===== config.mk =====
export PLATFORM = sky130hd
export DESIGN_NAME = cps_sense_ctrl
export DESIGN_NICKNAME = d
export VERILOG_FILES = /design/src/rtl/cps_pkg.sv /design/src/rtl/cps_osc_if.sv /design/src/rtl/cps_osc_track.sv /design/src/rtl/cps_sense_ctrl.sv
export SDC_FILE = /design/constraint.sdc
export NUM_CORES = 1
export LEC_CHECK = 0
export CAP_MARGIN = 20
export CORE_MARGIN = 2
export CORE_UTILIZATION = 55
export DETAILED_ROUTE_END_ITERATION = 16
export DONT_BUFFER_PORTS = 1
export GPL_ROUTABILITY_DRIVEN = 0
export PLACE_DENSITY = 0.73
export SETUP_SLACK_MARGIN = 0.15
export SYNTH_ARGS = -nofsm -noshare
export SYNTH_HDL_FRONTEND = slang
export SYNTH_HIERARCHICAL = 1
export SYNTH_SLANG_ARGS = --single-unit
export TNS_END_PERCENT = 10

===== constraint.sdc =====
create_clock -name clk_in -period 2.92 [get_ports clk_in]
set_input_delay 0 -clock clk_in [delete_from_list [all_inputs] [get_ports clk_in]]
set_output_delay 0 -clock clk_in [all_outputs]
set_load 0.01 [all_outputs]

===== src/rtl/cps_pkg.sv =====
// shared constants for the capacitive sensing control block
package cps_pkg;

	// register byte offsets on the bus
	localparam logic [3:0]  CPS_OFF_CTRL       = 4'h0;
	localparam logic [3:0]  CPS_OFF_CHAN       = 4'h4;
	localparam logic [3:0]  CPS_OFF_TMRCFG     = 4'h8;
	localparam logic [3:0]  CPS_OFF_STATUS     = 4'hC;

	// control register fields
	localparam int          CPS_CTRL_EN_BIT    = 7;
	localparam int          CPS_CTRL_RNG_LSB   = 2;
	localparam int          CPS_CTRL_PHASE_BIT = 1;
	localparam int          CPS_CTRL_T8XS_BIT  = 0;

	// timer configuration register fields
	localparam int          CPS_TCFG_T8CS_BIT  = 0;
	localparam int          CPS_TCFG_T16CS_LSB = 1;
	localparam int          CPS_TCFG_T16ON_BIT = 3;
	localparam int          CPS_TCFG_T16GE_BIT = 4;

	// status register fields
	localparam int          CPS_STAT_PHASE_BIT = 0;
	localparam int          CPS_STAT_SLEEP_BIT = 1;
	localparam int          CPS_STAT_GATE_BIT  = 2;

	// reset values
	localparam logic [7:0]  CPS_CTRL_RST       = 8'h00;
	localparam logic [3:0]  CPS_CHAN_RST       = 4'h0;
	localparam logic [4:0]  CPS_TCFG_RST       = 5'h00;

	// oscillator range codes
	localparam logic [1:0]  CPS_RNG_OFF        = 2'h0;

	// 16-bit timer clock source codes
	localparam logic [1:0]  CPS_T16_FOSC4      = 2'h0;
	localparam logic [1:0]  CPS_T16_FOSC       = 2'h1;
	localparam logic [1:0]  CPS_T16_NONE       = 2'h2;
	localparam logic [1:0]  CPS_T16_OSC        = 2'h3;

	// instruction clock is one quarter of the system clock
	localparam logic [1:0]  CPS_DIV4_LAST      = 2'h3;

	// pads
	localparam int          CPS_PADS           = 16;
	localparam logic [3:0]  CPS_SMALL_CH_MASK  = 4'h7;

	// bus
	localparam logic [1:0]  CPS_HRESP_OKAY     = 2'h0;
	localparam logic [2:0]  CPS_HSIZE_WORD     = 3'h2;

endpackage


===== src/rtl/cps_osc_if.sv =====
// carrier between the control core and the oscillator tracker
`timescale 1ns/1ps
interface cps_osc_if;
	logic       enable;
	logic [1:0] range;
	logic       phase;
	logic       tick;

	modport ctrl  (output enable, output range, input phase, input tick);
	modport track (input enable, input range, output phase, output tick);
endinterface


===== src/rtl/cps_osc_track.sv =====
// synchronises the sensing oscillator phase and makes one count pulse per period
`timescale 1ns/1ps
module cps_osc_track
	import cps_pkg::*;
(
	// clock and reset
	input  wire logic clk_in,
	input  wire logic rst_in,
	// raw oscillator phase from the analogue side
	input  wire logic osc_phase_in,
	// towards the control core
	cps_osc_if.track  osc
);

	logic ph_s1_r, ph_s2_r, ph_s3_r, tick_r;
	logic ph_s1_nxt, ph_s2_nxt, ph_s3_nxt, tick_nxt;
	logic active;

	always_comb begin
		active    = osc.enable && (osc.range != CPS_RNG_OFF);
		ph_s1_nxt = osc_phase_in;
		ph_s2_nxt = ph_s1_r;
		ph_s3_nxt = ph_s2_r;
		// count pulse gated off while sensing is off, so a stray edge gives no count
		tick_nxt  = active && ph_s2_r && !ph_s3_r;
	end

	always_ff @(posedge clk_in or posedge rst_in) begin
		if (rst_in) begin
			ph_s1_r <= 1'b0;
			ph_s2_r <= 1'b0;
			ph_s3_r <= 1'b0;
			tick_r  <= 1'b0;
		end else begin
			ph_s1_r <= ph_s1_nxt;
			ph_s2_r <= ph_s2_nxt;
			ph_s3_r <= ph_s3_nxt;
			tick_r  <= tick_nxt;
		end
	end

	assign osc.phase = ph_s2_r;
	assign osc.tick  = tick_r;

	osc_static_a: assert property (@(posedge clk_in) disable iff (rst_in)
		(!osc.enable || osc.range == CPS_RNG_OFF) |=> !tick_r)
		else $error("oscillator count while sensing is off");

	tick_edge_a: assert property (@(posedge clk_in) disable iff (rst_in)
		tick_r |-> $past(ph_s2_r) && !$past(ph_s3_r))
		else $error("count pulse without rising phase");

endmodule // cps_osc_track


===== src/rtl/cps_sense_ctrl.sv =====
// capacitive sensing control: registers, pad select and timer clock routing
// How it works
// - enable bit set runs the sensing unit; clear shuts it down completely.
// - range 00 oscillator off, 01 low, 10 medium, 11 high current.
// - read-only phase bit is 1 while sourcing current, 0 while sinking.
// - with external clock chosen, source bit picks oscillator (1) or clock pin (0).
// - internal clock select makes the 8-bit timer count system clock divided by four.
// - while disabled the channel field is ignored and no pad connects.
// - while enabled channel code n connects pad n, codes 0 to 15.
// - small variant: codes 8 and up select nothing, top bit reads zero.
// - 16-bit timer source code 11 clocks it from the sensing oscillator.
// - 16-bit timer off when not on, free when gate off, gated otherwise.
// - oscillator keeps running in sleep while the enable bit stays set.
// - the 8-bit timer gets no counts during sleep.
// - counts may gather in sleep; evaluation happens only while awake.
// - control bits 6 to 4 read zero and ignore writes.
`timescale 1ns/1ps
module cps_sense_ctrl
	import cps_pkg::*;
#(
	parameter bit SMALL_PKG = 1'b0
) (
	// clock and reset
	input  wire logic                 clk_in,
	input  wire logic                 rst_in,
	// ahb-lite slave
	input  wire logic                 hsel_in,
	input  wire logic [31:0]          haddr_in,
	input  wire logic [1:0]           htrans_in,
	input  wire logic                 hwrite_in,
	input  wire logic [2:0]           hsize_in,
	input  wire logic [31:0]          hwdata_in,
	input  wire logic                 hready_in,
	output logic      [31:0]          hrdata_out,
	output logic                      hreadyout_out,
	output logic      [1:0]           hresp_out,
	// analogue side and pins
	input  wire logic                 osc_phase_in,
	input  wire logic                 timer8_ext_clock_pin_in,
	input  wire logic                 timer16_gate_in,
	input  wire logic                 sleep_in,
	output logic                      sense_enable_out,
	output logic      [1:0]           osc_range_out,
	output logic      [CPS_PADS-1:0]  sense_pad_n_out,
	// count strobes towards the timers
	output logic                      timer8_count_out,
	output logic                      timer16_count_out
);

	cps_osc_if osc ();

	cps_osc_track u_track (
		.clk_in       (clk_in),
		.rst_in       (rst_in),
		.osc_phase_in (osc_phase_in),
		.osc          (osc.track)
	);

	// registers
	logic       sense_enable_r, sense_enable_nxt;
	logic [1:0] osc_range_r, osc_range_nxt;
	logic       t8_xs_r, t8_xs_nxt;
	logic [3:0] pad_channel_sel_r, pad_channel_sel_nxt;
	logic       t8_cs_r, t8_cs_nxt;
	logic [1:0] t16_cs_r, t16_cs_nxt;
	logic       t16_on_r, t16_on_nxt;
	logic       t16_ge_r, t16_ge_nxt;

	// bus state
	logic        wr_pend_r, wr_pend_nxt;
	logic [3:0]  wr_off_r, wr_off_nxt;
	logic [31:0] rdata_r, rdata_nxt;

	// pin synchronisers
	logic ext_s1_r, ext_s2_r, ext_s3_r, gate_s1_r, gate_s2_r;
	logic ext_s1_nxt, ext_s2_nxt, ext_s3_nxt, gate_s1_nxt, gate_s2_nxt;

	// routing state and outputs
	logic [1:0]          div_r, div_nxt;
	logic                t8_cnt_r, t8_cnt_nxt;
	logic                t16_cnt_r, t16_cnt_nxt;
	logic [CPS_PADS-1:0] pad_r, pad_nxt;
	logic                en_out_r, en_out_nxt;
	logic [1:0]          rng_out_r, rng_out_nxt;

	logic        addr_phase;
	logic        mapped;
	logic [3:0]  chan_eff;
	logic [7:0]  ctrl_rd;
	logic [7:0]  chan_rd;
	logic [7:0]  tcfg_rd;
	logic [7:0]  stat_rd;
	logic        div4_tick;
	logic        ext_rise;
	logic        t8_src;
	logic        t16_src;

	assign osc.enable = sense_enable_r;
	assign osc.range  = osc_range_r;

	always_comb begin
		// small variant drops the top channel bit
		chan_eff = SMALL_PKG ? (pad_channel_sel_r & CPS_SMALL_CH_MASK) : pad_channel_sel_r;
		ctrl_rd  = 8'h00;
		ctrl_rd[CPS_CTRL_EN_BIT]                   = sense_enable_r;
		ctrl_rd[CPS_CTRL_RNG_LSB +: 2]             = osc_range_r;
		ctrl_rd[CPS_CTRL_PHASE_BIT]                = osc.phase;
		ctrl_rd[CPS_CTRL_T8XS_BIT]                 = t8_xs_r;
		chan_rd  = {4'h0, chan_eff};
		tcfg_rd  = 8'h00;
		tcfg_rd[CPS_TCFG_T8CS_BIT]                 = t8_cs_r;
		tcfg_rd[CPS_TCFG_T16CS_LSB +: 2]           = t16_cs_r;
		tcfg_rd[CPS_TCFG_T16ON_BIT]                = t16_on_r;
		tcfg_rd[CPS_TCFG_T16GE_BIT]                = t16_ge_r;
		stat_rd  = 8'h00;
		stat_rd[CPS_STAT_PHASE_BIT]                = osc.phase;
		stat_rd[CPS_STAT_SLEEP_BIT]                = sleep_in;
		stat_rd[CPS_STAT_GATE_BIT]                 = gate_s2_r;
	end

	// bus slave: zero wait states, reads sampled in the address phase
	always_comb begin
		addr_phase  = hsel_in && htrans_in[1] && hready_in;
		mapped      = (haddr_in[31:4] == 28'h0) && (haddr_in[1:0] == 2'h0);
		wr_pend_nxt = addr_phase && hwrite_in && mapped && (hsize_in == CPS_HSIZE_WORD);
		wr_off_nxt  = haddr_in[3:0];
		rdata_nxt   = 32'h0;
		if (addr_phase && !hwrite_in && mapped) begin
			unique case (haddr_in[3:0])
				CPS_OFF_CTRL:   rdata_nxt = {24'h0, ctrl_rd};
				CPS_OFF_CHAN:   rdata_nxt = {24'h0, chan_rd};
				CPS_OFF_TMRCFG: rdata_nxt = {24'h0, tcfg_rd};
				CPS_OFF_STATUS: rdata_nxt = {24'h0, stat_rd};
				default:        rdata_nxt = 32'h0;
			endcase
		end
	end

	always_ff @(posedge clk_in or posedge rst_in) begin
		if (rst_in) begin
			wr_pend_r <= 1'b0;
			wr_off_r  <= 4'h0;
			rdata_r   <= 32'h0;
		end else begin
			wr_pend_r <= wr_pend_nxt;
			wr_off_r  <= wr_off_nxt;
			rdata_r   <= rdata_nxt;
		end
	end

	// register writes land in the data phase
	always_comb begin
		sense_enable_nxt    = sense_enable_r;
		osc_range_nxt       = osc_range_r;
		t8_xs_nxt           = t8_xs_r;
		pad_channel_sel_nxt = pad_channel_sel_r;
		t8_cs_nxt           = t8_cs_r;
		t16_cs_nxt          = t16_cs_r;
		t16_on_nxt          = t16_on_r;
		t16_ge_nxt          = t16_ge_r;
		if (wr_pend_r) begin
			unique case (wr_off_r)
				CPS_OFF_CTRL: begin
					// bits 6..4 and the phase bit are not stored
					sense_enable_nxt = hwdata_in[CPS_CTRL_EN_BIT];
					osc_range_nxt    = hwdata_in[CPS_CTRL_RNG_LSB +: 2];
					t8_xs_nxt        = hwdata_in[CPS_CTRL_T8XS_BIT];
				end
				CPS_OFF_CHAN: begin
					pad_channel_sel_nxt = hwdata_in[3:0];
				end
				CPS_OFF_TMRCFG: begin
					t8_cs_nxt  = hwdata_in[CPS_TCFG_T8CS_BIT];
					t16_cs_nxt = hwdata_in[CPS_TCFG_T16CS_LSB +: 2];
					t16_on_nxt = hwdata_in[CPS_TCFG_T16ON_BIT];
					t16_ge_nxt = hwdata_in[CPS_TCFG_T16GE_BIT];
				end
				default: begin
				end
			endcase
		end
	end

	always_ff @(posedge clk_in or posedge rst_in) begin
		if (rst_in) begin
			sense_enable_r    <= CPS_CTRL_RST[CPS_CTRL_EN_BIT];
			osc_range_r       <= CPS_CTRL_RST[CPS_CTRL_RNG_LSB +: 2];
			t8_xs_r           <= CPS_CTRL_RST[CPS_CTRL_T8XS_BIT];
			pad_channel_sel_r <= CPS_CHAN_RST;
			t8_cs_r           <= CPS_TCFG_RST[CPS_TCFG_T8CS_BIT];
			t16_cs_r          <= CPS_TCFG_RST[CPS_TCFG_T16CS_LSB +: 2];
			t16_on_r          <= CPS_TCFG_RST[CPS_TCFG_T16ON_BIT];
			t16_ge_r          <= CPS_TCFG_RST[CPS_TCFG_T16GE_BIT];
		end else begin
			sense_enable_r    <= sense_enable_nxt;
			osc_range_r       <= osc_range_nxt;
			t8_xs_r           <= t8_xs_nxt;
			pad_channel_sel_r <= pad_channel_sel_nxt;
			t8_cs_r           <= t8_cs_nxt;
			t16_cs_r          <= t16_cs_nxt;
			t16_on_r          <= t16_on_nxt;
			t16_ge_r          <= t16_ge_nxt;
		end
	end

	// pad mux, analogue enables and timer clock routing
	always_comb begin
		ext_s1_nxt  = timer8_ext_clock_pin_in;
		ext_s2_nxt  = ext_s1_r;
		ext_s3_nxt  = ext_s2_r;
		gate_s1_nxt = timer16_gate_in;
		gate_s2_nxt = gate_s1_r;
		div_nxt     = div_r + 2'h1;
		div4_tick   = (div_r == CPS_DIV4_LAST);
		ext_rise    = ext_s2_r && !ext_s3_r;
		// sleep leaves enable and range alone so the oscillator keeps running
		en_out_nxt  = sense_enable_r;
		rng_out_nxt = sense_enable_r ? osc_range_r : CPS_RNG_OFF;
		pad_nxt     = '0;
		if (sense_enable_r && !(SMALL_PKG && pad_channel_sel_r[3])) begin
			pad_nxt[pad_channel_sel_r] = 1'b1;
		end
		if (t8_cs_r) begin
			t8_src = t8_xs_r ? osc.tick : ext_rise;
		end else begin
			t8_src = div4_tick;
		end
		t8_cnt_nxt = t8_src && !sleep_in;
		unique case (t16_cs_r)
			CPS_T16_OSC:   t16_src = osc.tick;
			CPS_T16_FOSC4: t16_src = div4_tick;
			CPS_T16_FOSC:  t16_src = 1'b1;
			CPS_T16_NONE:  t16_src = 1'b0;
		endcase
		// counts keep flowing in sleep; software reads them once awake
		t16_cnt_nxt = t16_on_r && (!t16_ge_r || gate_s2_r) && t16_src;
	end

	always_ff @(posedge clk_in or posedge rst_in) begin
		if (rst_in) begin
			ext_s1_r  <= 1'b0;
			ext_s2_r  <= 1'b0;
			ext_s3_r  <= 1'b0;
			gate_s1_r <= 1'b0;
			gate_s2_r <= 1'b0;
			div_r     <= 2'h0;
			t8_cnt_r  <= 1'b0;
			t16_cnt_r <= 1'b0;
			pad_r     <= '0;
			en_out_r  <= 1'b0;
			rng_out_r <= CPS_RNG_OFF;
		end else begin
			ext_s1_r  <= ext_s1_nxt;
			ext_s2_r  <= ext_s2_nxt;
			ext_s3_r  <= ext_s3_nxt;
			gate_s1_r <= gate_s1_nxt;
			gate_s2_r <= gate_s2_nxt;
			div_r     <= div_nxt;
			t8_cnt_r  <= t8_cnt_nxt;
			t16_cnt_r <= t16_cnt_nxt;
			pad_r     <= pad_nxt;
			en_out_r  <= en_out_nxt;
			rng_out_r <= rng_out_nxt;
		end
	end

	assign hrdata_out        = rdata_r;
	assign hreadyout_out     = 1'b1;
	assign hresp_out         = CPS_HRESP_OKAY;
	assign sense_enable_out  = en_out_r;
	assign osc_range_out     = rng_out_r;
	assign sense_pad_n_out   = pad_r;
	assign timer8_count_out  = t8_cnt_r;
	assign timer16_count_out = t16_cnt_r;

	// checks
	pad_off_a: assert property (@(posedge clk_in) disable iff (rst_in)
		!sense_enable_r |=> sense_pad_n_out == '0)
		else $error("pad connected while disabled");

	pad_sel_a: assert property (@(posedge clk_in) disable iff (rst_in)
		(sense_enable_r && !SMALL_PKG) |=> sense_pad_n_out == (16'h0001 << $past(pad_channel_sel_r)))
		else $error("wrong pad selected");

	small_pad_a: assert property (@(posedge clk_in) disable iff (rst_in)
		SMALL_PKG |-> sense_pad_n_out[15:8] == 8'h00)
		else $error("unimplemented pad selected");

	range_out_a: assert property (@(posedge clk_in) disable iff (rst_in)
		##1 osc_range_out == ($past(sense_enable_r) ? $past(osc_range_r) : CPS_RNG_OFF))
		else $error("range output does not follow register");

	t8_int_a: assert property (@(posedge clk_in) disable iff (rst_in)
		!t8_cs_r |=> timer8_count_out == ($past(div_r) == 2'h3 && !$past(sleep_in)))
		else $error("8-bit timer not on quarter clock");

	t8_osc_a: assert property (@(posedge clk_in) disable iff (rst_in)
		(t8_cs_r && t8_xs_r && !sleep_in) |=> timer8_count_out == $past(osc.tick))
		else $error("8-bit timer not fed by oscillator");

	t8_sleep_a: assert property (@(posedge clk_in) disable iff (rst_in)
		sleep_in |=> !timer8_count_out)
		else $error("8-bit timer counted in sleep");

	t16_gate_a: assert property (@(posedge clk_in) disable iff (rst_in)
		(!t16_on_r || (t16_ge_r && !gate_s2_r)) |=> !timer16_count_out)
		else $error("16-bit timer counted while off or gated");

	t16_osc_a: assert property (@(posedge clk_in) disable iff (rst_in)
		(t16_on_r && !t16_ge_r && t16_cs_r == CPS_T16_OSC) |=> timer16_count_out == $past(osc.tick))
		else $error("16-bit timer not fed by oscillator");

	ctrl_rsvd_a: assert property (@(posedge clk_in) disable iff (rst_in)
		(addr_phase && !hwrite_in && haddr_in == 32'h0) |=> hrdata_out[6:4] == 3'h0)
		else $error("unused control bits read nonzero");

	sleep_run_a: assert property (@(posedge clk_in) disable iff (rst_in)
		(sleep_in && sense_enable_r) |=> sense_enable_out)
		else $error("oscillator stopped in sleep");

	cov_pad_c:   cover property (@(posedge clk_in) disable iff (rst_in) sense_pad_n_out[15]);
	cov_t8osc_c: cover property (@(posedge clk_in) disable iff (rst_in) t8_cs_r && t8_xs_r && timer8_count_out);
	cov_t16g_c:  cover property (@(posedge clk_in) disable iff (rst_in) t16_ge_r && timer16_count_out);
	cov_slp_c:   cover property (@(posedge clk_in) disable iff (rst_in) sleep_in && timer16_count_out);

endmodule // cps_sense_ctrl

==> key figures <==
Run status
  • Status: completed

Synth
  • Mapped Area: 2330 um^2
  • Mapped Cells: 181
  • Sequential fraction of the synthesis area: ~60%
  • Dominant synthesized flop cell: dfrtp_1
  • Avg Inst Size Synth: between 10 and 15 um^2
  • Yosys top cell by area: dfrtp_1
  • Top cells by count, synth: dfrtp_1 (56), buf_4 (29), nor2_1 (16), nor4_1 (13), mux2_2 (8)
  • EDFF count, synth: 0
  • Post-synthesis async set-or-reset flop share: 100%
  • Post-synth cell types: 34
  • Yosys top cell area share: 60.1%
  • Ys Warns: 6
  • Most common cell in the netlist: dfrtp_1
  • Yosys reg bits: 56
  • Top cells by area, synth: dfrtp_1 (60%), buf_4 (9.3%), mux2_2 (3.9%)

GRT
  • First-pass GRT wire length: 7.27 mm
  • Largest net degree at the start of global routing: 53
  • Total track usage: 19.6%
  • Vias in the first global route: 1459
  • Gr ovfl total: 0
  • Antenna violations before repair: 0

Routing
  • Average wire per standard cell: roughly 18 um
  • Vias/cell: 5.49
  • DR WL met3: approximately 350 um
  • DRC viols: 0
  • DR pass1 iterations: 4
  • Initial DRC count: between 100 and 150
  • Met2 routed WL: 2.46 mm
  • Post-route ant nets: 0
  • Via Count: 1410
  • Routed wire length: 4.59 mm
  • Highest metal used: met4
  • DRT met1 WL: 1.68 mm

Clock network
  • CTS Buf Count: 5
  • Clk Latency, worst-skew pair: around 300 ps
  • Clk sink count: 56
  • CTS tree: done
  • Clock Pin Slew Worst Setup and Hold Paths: ~80 ps
  • Max clock buf depth: 2
  • Post-CTS Setup Inserts: 0
  • Post-cts sizing count: 0
  • Root Buffer: clkbuf_8
  • H-tree depth: 2

STA
  • Total negative slack: 0 ps
  • Layout Skew: 1.52 ps
  • Final setup viols: 0
  • Fin crit share: 78.5%
  • Setup repair after global routing missed its margin: no
  • Max Freq: 436 MHz
  • Final Max Tran Viols: 0
  • Slew margin rel.: 32.7%
  • Period minus WS final: around 2300 ps
  • Slew @ Worst Pin: 1000 ps
  • Final Hold Fails: 0

Finish
  • # fillers: 294
  • ANT cells: 0
  • Area occupied by multi-input gates: 766 um^2
  • Reg area: between 1000 and 1500 um^2
  • Net count, final: 286
  • Layout area overhead: 11.4%
  • Share of layout cells above drive strength 1: between 10% and 20%
  • Non-Filler Instances: 257

Placed design
  • Port buffer count: 0
  • Post-DP HPWL: 3.26 mm
  • Placed insts: 224

Pwr
  • Maximum resistive drop on vdd: 304 uV
  • Lkg Pwr: 1.21 nW
  • Total power divided by cell area: between 400 and 500 nW/um^2

Worst setup path
  • Critical Path RT: 3120 ps
  • Kind of critical path: in2reg
  • Crit path max fanout: 4
  • Crit path arrival time: 2490 ps
  • Startpoint Class: input pin
  • CP Capture Type: register

Min path
  • Worst hold path type: in2reg

Die
  • Die Wd: 69.1 um
  • Rows: 23
  • Initial Util: around 58%
  • Io pins: 134
  • Die Area: ~4800 um^2
  • Core ar.: 4030 um^2
  • Die H: ~69 um

Job
  • MaxCap Viol Count: 0
==> cells in the final DEF, fill, tap and decap left out, types with 3 or more instances in the layout <==
master / count
nand2_1: 3
dlygate4sd3_1: 25
mux2_4: 5
conb_1: 29
nor4_1: 13
nand3b_1: 3
clkbuf_8: 5
mux2_2: 8
dfrtp_1: 56
nand4_1: 3
nor3_1: 5
mux4_2: 3
inv_1: 5
nor2_1: 16
==> repair_timing <==
item / in CTS / in global routing
hold buffers: 25 / 0
hold endpoints to repair: 84 / 0
endpoints found under the setup margin: 0 / 0
==> path summary, 6_finish.rpt <==
kind                       slack (ps)                       end  cells after the start             startpoint
max                               630   hrdata_out[2]$_DFF_PP0_                      6           haddr_in[15]
min                                40   hrdata_out[3]$_DFF_PP0_                      2           haddr_in[31]
max reg2reg                      1100  osc.range[1]$_DFFE_PP0P_                      2  wr_off_r[1]$_DFF_PP0_
min reg2reg                       350        ext_s2_r$_DFF_PP0_                      0     ext_s1_r$_DFF_PP0_
max in group asynchronous        2420   hrdata_out[7]$_DFF_PP0_                      3                 rst_in
min in group asynchronous          50        div_r[0]$_DFF_PP0_                      2                 rst_in
==> kinds of logic (layout without fill, tap and decap cells) <==
family / count (synthesis) / in the layout / share of synthesized area, %
AO/OA/AOI/OAI: 5 / 5 / 1.50
adder cells (fa/ha/maj): 1 / 1 / 0.536
buffers and inverters: 40 / 39 / 11.5
flip-flops: 56 / 56 / 60.1
multiplexers: 17 / 17 / 10.4
other: 2 / 29 / 0.322
AND/OR/NAND/NOR: 60 / 60 / 15.7
==> state kept, by name, summed over array words and instances, names as in the netlist, 2 cells and up <==
signal	cells
chan_eff	4
wr_off_r	4
t16_cs_r	2
osc.range	2
osc_range_out	2
sense_pad_n_out	16
hrdata_out	6
div_r	2
==> cell type report <==
type,count,share of cell area (%)
multi-input combinational,112,29.5
clock buffer,6,2.79
tap,50,2.41
timing repair buffer,26,10.4
sequential,56,53.9
inverter,6,0.866
clock inverter,1,0.192
==> worst max-delay path, stage by stage <==
cell	delay [ps]
dlygate4sd3_1	530
nor4_1	330
dlygate4sd3_1	630
nand4_1	90
dlygate4sd3_1	640
nor4b_1	270
==> per-stage QoR <==
step	total power [mW]	hold slack, ps	cell area, um^2	util [%]	worst slack [ps]
after CTS	1.29	13.9	2580	64.0	805
after global routing	1.34	41.5	2600	64.5	477
after floorplan	0.904	-234	2430	-	1430
after detailed placement	0.884	-216	2250	55.9	1110
final	1.28	43.0	2600	64.5	629
after global placement	0.882	-223	2250	55.9	1220
==> power breakdown <==
| group | internal [mW] | switching (mW) |
|---|---|---|
| Clock | 0.163 | 0.220 |
| Sequential | 0.791 | 0.0147 |
| Combinational | 0.0434 | 0.0520 |
| Total | 0.997 | 0.287 |
==> metal layers <==
| metal | vias to the layer above | global-route usage, % |
|---|---|---|
| li1 | 620 | - |
| met1 | 703 | 21.5 |
| met2 | 76 | 35.5 |
| met3 | 11 | 5.85 |
| met4 | 0 | 7.84 |
| met5 | - | 0 |
No activity file was read; power rests on OpenSTA's default activity.
